==> config.mk <==
export PLATFORM = sky130hd
export DESIGN_NAME = pa_enable_sequencer
export DESIGN_NICKNAME = d
export VERILOG_FILES = /design/src/rtl/pa_seq_pkg.sv /design/src/rtl/delay_timer_if.sv /design/src/rtl/delay_timer.sv /design/src/rtl/pa_enable_sequencer.sv
export SDC_FILE = /design/constraint.sdc
export NUM_CORES = 1
export LEC_CHECK = 0
export ABC_AREA = 1
export BUFFER_PORTS_ARGS = -buffer_cell sky130_fd_sc_hd__buf_2
export CAP_MARGIN = 20
export CORE_MARGIN = 2
export CORE_UTILIZATION = 60
export DETAILED_ROUTE_END_ITERATION = 8
export PLACE_DENSITY = 0.87
export SLEW_MARGIN = 20
export SYNTH_ARGS = -nofsm -noshare
export SYNTH_HDL_FRONTEND = slang
export SYNTH_SLANG_ARGS = --single-unit
export TNS_END_PERCENT = 20
==> constraint.sdc <==
create_clock -name clk_sys_in -period 3.8 [get_ports clk_sys_in]
set_clock_uncertainty 0.15 [all_clocks]
set_input_delay 0.38 -clock clk_sys_in [delete_from_list [all_inputs] [get_ports clk_sys_in]]
set_output_delay 0.38 -clock clk_sys_in [all_outputs]
set_load 0.005 [all_outputs]
==> src/rtl/pa_seq_pkg.sv <==
// shared constants and state types for the amplifier enable sequencer
package pa_seq_pkg;

    // clock rate in MHz
    localparam real CLK_MHZ = 125.0;

    // delays as specified, in microseconds
    localparam real TX_ON_DELAY_US = 62.5;   // receive select fall to amp enable
    localparam real RECAL_DELAY_US = 6.5;    // receive select rise to recalibration
    localparam real RX_READY_US = 70.0;      // receive select rise to receive mode
    localparam real AMP_OFF_MAX_US = 0.1;    // receive select rise to amp off, longest

    // least times round up, longest times round down
    localparam int TX_ON_CYCLES = int'($ceil(TX_ON_DELAY_US * CLK_MHZ));
    localparam int RECAL_CYCLES = int'($ceil(RECAL_DELAY_US * CLK_MHZ));
    localparam int RX_READY_CYCLES = int'($ceil(RX_READY_US * CLK_MHZ));
    localparam int AMP_OFF_CYCLES = int'($floor(AMP_OFF_MAX_US * CLK_MHZ));

    // width of delay counters
    localparam int TIMER_W = 16;

    // reset values
    localparam logic RX_SEL_RESET = 1'b1;    // receive assumed at reset
    localparam logic [TIMER_W-1:0] CNT_RESET = 16'h0000;

    // delay timer state
    typedef struct packed {
        logic busy;                 // counting
        logic done;                 // expiry pulse
        logic [TIMER_W-1:0] cnt;    // cycles left
    } timer_s;

    // sequencer state
    typedef struct packed {
        logic rx_q;                 // last sampled receive select
        logic tx_armed;             // transmit delay expired in this slot
        logic fault;                // latched lock or supply fault
        logic amp;                  // amplifier enable
        logic recal;                // recalibration start pulse
        logic rx_ready;             // fully in receive mode
        logic [TIMER_W-1:0] since;  // cycles since last edge, saturating
    } seq_s;

endpackage

==> src/rtl/delay_timer_if.sv <==
// start, stop and expiry signals between the sequencer and one delay timer
`timescale 1ns/1ps
interface delay_timer_if;
    logic start;   // begin a fresh delay
    logic stop;    // abandon the delay
    logic done;    // one-cycle expiry pulse

    modport ctrl (output start, output stop, input done);
    modport tmr (input start, input stop, output done);
endinterface

==> src/rtl/delay_timer.sv <==
// one-shot delay timer giving a pulse a fixed number of cycles after start
`timescale 1ns/1ps
module delay_timer
    import pa_seq_pkg::*;
#(
    parameter int COUNT = 16
) (
    // clock and reset
    input logic clk_sys_in,
    input logic resetn_in,
    // control
    delay_timer_if.tmr port
);

    timer_s st;        // registered state
    timer_s next_st;   // next state

    ////////////////////////////////////////////////////////////////////////
    // next state: load, count down, pulse at zero
    always_comb begin
        next_st = st;
        next_st.done = 1'b0;
        if (port.stop) begin
            // abandon any delay in flight
            next_st.busy = 1'b0;
            next_st.cnt = CNT_RESET;
        end else if (port.start) begin
            // restart from the full count
            next_st.busy = 1'b1;
            next_st.cnt = TIMER_W'(COUNT - 1);
        end else if (st.busy) begin
            if (st.cnt == CNT_RESET) begin
                // expiry
                next_st.busy = 1'b0;
                next_st.done = 1'b1;
            end else begin
                next_st.cnt = st.cnt - 1'b1;
            end
        end
    end

    ////////////////////////////////////////////////////////////////////////
    // state register
    always_ff @(posedge clk_sys_in or negedge resetn_in) begin
        if (!resetn_in) begin
            st <= '0;
        end else begin
            st <= next_st;
        end
    end

    assign port.done = st.done;

endmodule

==> src/rtl/pa_enable_sequencer.sv <==
// amplifier enable sequencer following the receive select input
`timescale 1ns/1ps
module pa_enable_sequencer
    import pa_seq_pkg::*;
#(
    parameter int TX_ON_COUNT = TX_ON_CYCLES,     // fall to amp enable, cycles
    parameter int RX_READY_COUNT = RX_READY_CYCLES // rise to receive mode, cycles
) (
    // clock and reset
    input logic clk_sys_in,
    input logic resetn_in,
    // baseband control
    input logic receive_select_in,
    // analog monitors
    input logic pll_locked_in,
    input logic supply_low_in,
    // amplifier and sequencing outputs
    output logic amp_enable_out,
    output logic recal_start_out,
    output logic receive_ready_out,
    output logic fault_latched_out
);

    seq_s st;          // registered state
    seq_s next_st;     // next state
    logic rise;        // select rising: slot ends
    logic fall;        // select falling: slot starts
    logic fault_now;   // live fault from monitors

    // bound of the drop window, held here as a plain int for the check
    localparam int AMP_OFF_LIMIT = AMP_OFF_CYCLES;

    delay_timer_if tx_tmr ();     // fall to amp enable
    delay_timer_if recal_tmr ();  // rise to recalibration
    delay_timer_if ready_tmr ();  // rise to receive mode

    ////////////////////////////////////////////////////////////////////////
    // delay timers
    delay_timer #(.COUNT(TX_ON_COUNT)) u_tx_tmr (
        .clk_sys_in(clk_sys_in),
        .resetn_in(resetn_in),
        .port(tx_tmr.tmr)
    );

    delay_timer #(.COUNT(RECAL_CYCLES)) u_recal_tmr (
        .clk_sys_in(clk_sys_in),
        .resetn_in(resetn_in),
        .port(recal_tmr.tmr)
    );

    delay_timer #(.COUNT(RX_READY_COUNT)) u_ready_tmr (
        .clk_sys_in(clk_sys_in),
        .resetn_in(resetn_in),
        .port(ready_tmr.tmr)
    );

    ////////////////////////////////////////////////////////////////////////
    // edge detection and timer control
    assign rise = receive_select_in & ~st.rx_q;
    assign fall = ~receive_select_in & st.rx_q;
    assign fault_now = ~pll_locked_in | supply_low_in;

    // transmit delay runs from slot start, abandoned at slot end
    assign tx_tmr.start = fall;
    assign tx_tmr.stop = rise;
    // receive-side delays run from slot end, abandoned if a slot starts
    assign recal_tmr.start = rise;
    assign recal_tmr.stop = fall;
    assign ready_tmr.start = rise;
    assign ready_tmr.stop = fall;

    ////////////////////////////////////////////////////////////////////////
    // next state
    always_comb begin
        next_st = st;
        next_st.rx_q = receive_select_in;
        // transmit arming: set by delay expiry inside the slot only
        if (rise || fall) begin
            next_st.tx_armed = 1'b0;
        end else if (tx_tmr.done && !receive_select_in) begin
            next_st.tx_armed = 1'b1;
        end
        // fault latch: cleared at slot end, set only inside a slot
        if (rise) begin
            next_st.fault = 1'b0;
        end
        if (!receive_select_in && fault_now) begin
            next_st.fault = 1'b1;
        end
        // amp enable: in slot, delay done, no live or latched fault
        next_st.amp = ~receive_select_in & next_st.tx_armed & ~next_st.fault;
        // recalibration pulse on timer expiry while receiving
        next_st.recal = recal_tmr.done & receive_select_in;
        // receive mode level
        if (fall) begin
            next_st.rx_ready = 1'b0;
        end else if (ready_tmr.done && receive_select_in) begin
            next_st.rx_ready = 1'b1;
        end
        // cycles since the last select edge, saturating
        if (rise || fall) begin
            next_st.since = CNT_RESET;
        end else if (st.since != {TIMER_W{1'b1}}) begin
            next_st.since = st.since + 1'b1;
        end
    end

    ////////////////////////////////////////////////////////////////////////
    // state register
    always_ff @(posedge clk_sys_in or negedge resetn_in) begin
        if (!resetn_in) begin
            st <= '0;
            st.rx_q <= RX_SEL_RESET;
            st.since <= CNT_RESET;
        end else begin
            st <= next_st;
        end
    end

    // outputs straight from flops
    assign amp_enable_out = st.amp;
    assign recal_start_out = st.recal;
    assign receive_ready_out = st.rx_ready;
    assign fault_latched_out = st.fault;

    ////////////////////////////////////////////////////////////////////////
    // checks
    // enable only follows a low select and a clean cycle
    a_amp_in_slot: assert property (
        @(posedge clk_sys_in) disable iff (!resetn_in)
        amp_enable_out |-> !$past(receive_select_in) && !$past(fault_now) && st.tx_armed)
        else $error("amp enable high outside armed fault-free slot");

    a_amp_on_delay: assert property (
        @(posedge clk_sys_in) disable iff (!resetn_in)
        $rose(amp_enable_out) && !$past(st.fault) |-> int'(st.since) == TX_ON_COUNT + 1)
        else $error("amp enable rose at wrong delay after select fell");

    a_amp_never_early: assert property (
        @(posedge clk_sys_in) disable iff (!resetn_in)
        amp_enable_out |-> int'(st.since) > TX_ON_COUNT)
        else $error("amp enable before transmit delay");

    a_recal_delay: assert property (
        @(posedge clk_sys_in) disable iff (!resetn_in)
        recal_start_out |-> st.rx_q && int'(st.since) == RECAL_CYCLES + 1)
        else $error("recalibration pulse at wrong delay");

    a_rx_ready_delay: assert property (
        @(posedge clk_sys_in) disable iff (!resetn_in)
        $rose(receive_ready_out) |-> int'(st.since) == RX_READY_COUNT + 1)
        else $error("receive mode reached at wrong delay");

    a_amp_off_fast: assert property (
        @(posedge clk_sys_in) disable iff (!resetn_in)
        rise |-> ##[1:AMP_OFF_LIMIT] !amp_enable_out)
        else $error("amp enable not dropped after select rose");

    a_fault_blocks: assert property (
        @(posedge clk_sys_in) disable iff (!resetn_in)
        fault_now |=> !amp_enable_out)
        else $error("amp enable high during live fault");

    a_fault_holds: assert property (
        @(posedge clk_sys_in) disable iff (!resetn_in)
        (!receive_select_in && fault_now) ##1 !receive_select_in [*2]
        |-> fault_latched_out && !amp_enable_out)
        else $error("fault latch lost inside slot");

    a_fault_clear: assert property (
        @(posedge clk_sys_in) disable iff (!resetn_in)
        rise |=> !fault_latched_out)
        else $error("fault latch not cleared at slot end");

    // enable falls on the cycle after a rise is seen
    a_amp_drop_next: assert property (
        @(posedge clk_sys_in) disable iff (!resetn_in)
        rise |=> !amp_enable_out)
        else $error("amp enable still high one cycle after select rose");

    // a running enable keeps running while the slot stays clean
    a_amp_stays_on: assert property (
        @(posedge clk_sys_in) disable iff (!resetn_in)
        amp_enable_out && !receive_select_in && !fault_now |=> amp_enable_out)
        else $error("amp enable dropped inside a clean slot");

    // lock loss inside a slot is latched on the next edge
    a_lock_latched: assert property (
        @(posedge clk_sys_in) disable iff (!resetn_in)
        !receive_select_in && !pll_locked_in |=> fault_latched_out)
        else $error("lock loss in slot not latched");

    // low supply inside a slot is latched on the next edge
    a_supply_latched: assert property (
        @(posedge clk_sys_in) disable iff (!resetn_in)
        !receive_select_in && supply_low_in |=> fault_latched_out)
        else $error("low supply in slot not latched");

    // nothing stays latched while receiving
    a_fault_rx_clear: assert property (
        @(posedge clk_sys_in) disable iff (!resetn_in)
        receive_select_in |=> !fault_latched_out)
        else $error("fault latch set outside a slot");

    // recalibration start is a single-cycle pulse
    a_recal_pulse: assert property (
        @(posedge clk_sys_in) disable iff (!resetn_in)
        recal_start_out |=> !recal_start_out)
        else $error("recalibration pulse longer than one cycle");

    // receive mode ends as soon as a slot starts
    a_ready_drop: assert property (
        @(posedge clk_sys_in) disable iff (!resetn_in)
        fall |=> !receive_ready_out)
        else $error("receive mode kept after select fell");

    // receive mode holds while select stays high
    a_ready_holds: assert property (
        @(posedge clk_sys_in) disable iff (!resetn_in)
        receive_ready_out && receive_select_in |=> receive_ready_out)
        else $error("receive mode lost while select high");

    // receive mode and transmit never overlap
    a_ready_no_amp: assert property (
        @(posedge clk_sys_in) disable iff (!resetn_in)
        receive_ready_out |-> !amp_enable_out)
        else $error("amp enable high in receive mode");

endmodule

Word level (Yosys, flattened, before mapping). Cells that the tools add are included.

Add/sub/neg operators: 3. Multiply operators: 0. Div/mod/pow operators: 0. Order comparisons: 0. Equality and inequality tests: 3. Shift-type cells: 0. Mux-type cells: 33. Bitwise operators: 10. Reductions and logical operators: 15.

Operators with widths (number): 16-bit 2-to-1 mux (9); 18-bit 2-to-1 mux (3); 16-bit logical NOT (3); 16-bit by 1-bit subtractor with 16-bit output (second input constant) (3); 1-bit 2-to-1 mux (18); 3-bit != test (second input constant) (3); 3-bit nonzero test (3); 2-bit 2-to-1 mux (3); 2-bit AND reduction (3); 1-bit AND (5); 1-bit NOT (4); 1-bit logical AND (3); 2-bit nonzero test (1); 1-bit logical NOT (1); 1-bit logical OR (1); 1-bit bitwise OR (1).

Bits in registers: 60. Latch bits: 0. Bits in writable memories: 0. Memory bits (read-only): 0. Input port bits: 5. Output and inout bits: 4. Logic and storage cells: 79. Memories: 0.

Depth between registers and ports, before layout.
Depth in word-level cells: 6. Gate-level depth with buffers: 11. Mapped depth without buffers: 11.

By module. Synthesis repeated with hierarchy kept, for this count alone.

Cells, all modules: 558. Area, all modules: 3941.3 sq um.

By module, submodules not included: delay_timer (u_tx_tmr) (instances 1, cells an instance 182, area each 1241.2 sq um, seq. area each 450.4 sq um); delay_timer (u_ready_tmr) (instances 1, cells an instance 172, area each 1236.2 sq um, seq. area each 450.4 sq um); delay_timer (u_recal_tmr) (instances 1, cells an instance 175, area each 1191.1 sq um, seq. area each 450.4 sq um); pa_enable_sequencer (instances 1, cells an instance 29, area each 272.8 sq um, seq. area each 151.4 sq um).

Worst setup path before layout. OpenSTA, ideal clock, no wires.

Path kind: register to register. Start: register st[21] (netlist name). End: register u_recal_tmr.st[3] (netlist name). Setup time: 0.118 ns. Arrival: 1.490 ns. Required time: 3.532 ns. Setup slack: 2.042 ns. Cell stages (with the launch flop): 9. Buffers on the path: 2. Period minus slack after synthesis: 1.758 ns. Cells stage by stage: dfstp_2 > inv_1 > ha_1 > buf_2 > inv_1 > clkbuf_1 > o21ai_0 > nand2_1 > o21ai_2.

Word-level cells in the longest chain between the ends: 4. Elaborated cells on any way between the ends: 8. Classes of those cells: eq/ne: 1; mux: 2; bitwise: 3; reduce/logical: 2.

Ends and longest elaborated chain: from (decl) (RTL line pa_enable_sequencer.sv:24) `seq_s st;`; from (signal assigned) (RTL line pa_enable_sequencer.sv:116) `st <= next_st;`; 1-bit NOT (RTL line pa_enable_sequencer.sv:59) `assign rise = receive_select_in & ~st.rx_q;`; 1-bit AND (RTL line pa_enable_sequencer.sv:59); 3-bit != test (no source line) (tied with other cells); 2-bit AND reduction (no source line) or 16-bit 2-to-1 mux (tied branches); to (signal assigned) (RTL line delay_timer.sv:48) `st <= next_st;`; to (decl) (RTL line delay_timer.sv:15) `timer_s st;`.

Parallel ways exist; a longest one is shown, timed or not. A chain may end at the register's enable or synchronous reset.

Worst setup path in the final report.
Start: register st[21] (netlist name). End: register u_tx_tmr.st[13] (netlist name).

Word-level cells in the longest chain between the ends: 4. Elaborated cells on any way between the ends: 8. Classes of those cells: eq/ne: 1; mux: 2; bitwise: 3; reduce/logical: 2.

Ends and longest elaborated chain (RTL line): 1-bit NOT (pa_enable_sequencer.sv:59); 1-bit AND (pa_enable_sequencer.sv:59); 3-bit != test (no source line) or 3-bit nonzero test (tied branches); 2-bit AND reduction (no source line); to (signal assigned) (delay_timer.sv:48); to (decl) (delay_timer.sv:15).

Parallel ways exist; a longest one is shown, timed or not.

==> qor.yml <==
min_to: "st[21]"
totalNegativeSetupSlack_ps: 0
synth-edff-count: 0
grt_pass1_vias: 3323
fin_ws_ps: 1690
post_drt_wl_per_cell_um: 13.5
ant_nets: 0
cts_sinks: 60
gr-total-overflow: 0
critPathLaunchType: "flop"
grt_max_degree: 38
ys.flop_type: "dfrtp_1"
numCtsBuffers: 9
r2r_slack_ps: 1690
critPathMaxStageDelay_ps: 530
gp_congestion: 0.865
via_per_inst: 5.46
syn_inst: 548
io_pins: 9
max_freq_ghz: 0.473
drive_above_1_share_pct: 14.4
synth_top_area_share_pct: 38.5
core_um2: 6280
dp_slack_ps: 1440
slew_viol_final: 0
synth-seq-cells: 60
crit_type: "flop to flop"
clockRootBuffer: "clkbuf_8"
ys_warn_count: 0
p_comb_share_pct: 54.1
clock_latency_ps: 340
internal_power_mw: 1.90
fp.dieArea_um2: 7050
drtPass1Iterations: 5
seq_area_frac_synth_pct: 39.2
sw_frac_of_total_pct: 49.7
port_buffers: 8
whs_path_depth: 1
most-common-layout-cells: "nand2_1 (152), nor2_1 (83), inv_1 (71)"
path_cells: "ha_1, inv_1, or2_1, nand2_4, inv_2, nand2_2, o21ai_1"
required_ps: 3870
yosys.area.top_type: "dfrtp_1"
grt_pass1_wl_mm: 15.2
start_util_pct: 61.1
seqCellArea_um2: 1500
syn_area_per_cell_um2: 7.00
setup.worst_path.start: "st[21]"
diodes: 0
postRouteWirelength_mm: 8.61
finalSetupViolations: 0
die_w_um: 83.9
clockPowerShare_pct: 16.4
cts_max_level: 3
reg2regPathDepth: 7
antenna_found_initial: 0
synthArstFlopShare_pct: 100
reg2reg_from: "st[21]"
post-route-period-util_pct: 55.6
layout_commonest_cell: "nand2_1"
p_per_area_nw_per_um2: 918
cap_violations: 0
power_leakage_nw: 2.17
cp_slowest_cell: "dfstp_2"
fp-row-count: 29
p_switching_mw: 1.88
dp_hpwl_mm: 6.19
slew_headroom_pct: 45.2
fillers: 514
synth_cell_types: 32
ir_worst_vdd_mv: 0.717
fp.dieH_um: 83.9
first_iter_violations: 278
cts_tree: "done"
cts-resized-gates: 0
synth_nets: 558
rsz0062_at_grt: "false"
worst_r2r_endpoint: "u_tx_tmr.st[13]"
vias: 3495
ys_top_cells_by_area: "dfrtp_1 (38%), nand2_1 (15%), nor2_1 (8.1%)"
nets: 568
seq_power_share_pct: 29.5
cp_max_fo: 15
clock_path_buffers: 2
clk_pin_slew_ps: 60
hold_viol: 0
status: "complete, no violations"
multi_input_area_um2: 1980
worst_setup_path_end_kind: "flop"
syn_area_um2: 3830
area_growth_pct: 7.37
grt_usage_pct: 26.7
hp-start: "receive_select_in"
fin_crit_ps: 2110
hp-class: "input pin to flop"
worst_ep_arrival_time_ps: 2190
route.detailed.drc: 0
tightest_slew_ps: 821
[metrics by stage]
step,util [%],total power [mW],hold WS [ps],area [µm²],cells
after floorplan,-,2.73,-65.6,3830,548
after global placement,62.1,3.03,311,3900,623
after detailed placement,62.1,3.12,304,3900,623
after CTS,65.6,3.76,27.8,4120,640
after global routing,65.6,4.12,24.1,4120,640
final,65.6,3.78,44.3,4120,640
[logic make-up after synthesis]
logic type                 share of synthesized area, %
DFF                                                39.2
AOI/OAI and AO/OA                                  9.79
xor gates and xnor gates                          0.913
buffers and inverters                              9.23
adders and majority gates                          1.63
and+or+nand+nor                                    39.2
[power by group through the flow]
stage | Sequential (mW) | Combinational [mW] | Clock (mW)
finish | 1.11 | 2.04 | 0.620
global placement | 1.11 | 1.92 | 0
floorplan | 1.02 | 1.70 | 0
CTS | 1.11 | 2.03 | 0.628
global route | 1.15 | 2.32 | 0.657
detailed placement | 1.11 | 2.00 | 0
[sequential cells by signal, indices dropped and copies added (netlist names), 2 cells and up]
signal,flops
u_ready_tmr.st,17
u_tx_tmr.st,17
u_recal_tmr.st,17
st,2
[final cells by class]
class | count | area share (%)
clock buffers | 11 | 3.19
inverters | 73 | 6.65
well taps | 77 | 2.34
multi-input cells | 404 | 48.0
clock inverters | 5 | 1.88
repair buffers | 10 | 1.40
flip-flops and latches | 60 | 36.5
[per-layer routing]
metal,GRT usage [%],vias to the layer above,share of wire [%]
met5,0,-,0
met4,8.21,0,1.6
met3,7.72,17,5.5
met2,43.3,102,49
met1,34.7,1635,44
li1,-,1741,-
[synth_stat cells (4+ instances only)]
library cell / number
ha_1: 5
nor2_4: 5
nor3_1: 5
nand3_2: 5
o21ai_0: 13
inv_1: 71
o21ai_2: 14
nand3_1: 47
buf_2: 4
nand2_2: 11
nor2_1: 83
buf_6: 4
nand2_4: 5
nand2_1: 152
o21ai_1: 10
nand4_1: 4
a21oi_1: 19
nor2_2: 12
xor2_1: 4
dfrtp_1: 59
[how the worst max path moves through the flow]
stage	end	slack, ps
CTS	u_tx_tmr.st[13]	1690
floorplan	u_recal_tmr.st[3]	2040
global route	u_tx_tmr.st[1]	1570
detailed placement	u_tx_tmr.st[13]	1440
finish	u_tx_tmr.st[13]	1690
global placement	u_tx_tmr.st[13]	1550
[worst max-delay path, delay by kind of cell (launching register included)]
kind            cells  cell delay [ps]
compound gates      1               80
fa+ha+maj           1              370
buf+inv             2              280
flops               1              530
simple gates        3              590
[repair_timing]
action | 4_1_cts | 5_1_grt
hold endpoints to repair | 11 | 0
buffers inserted | 0 | 0
hold buffers | 1 | 0
endpoints found under the setup margin | 0 | 0
Note: power is estimated with default switching activity, not from simulation.
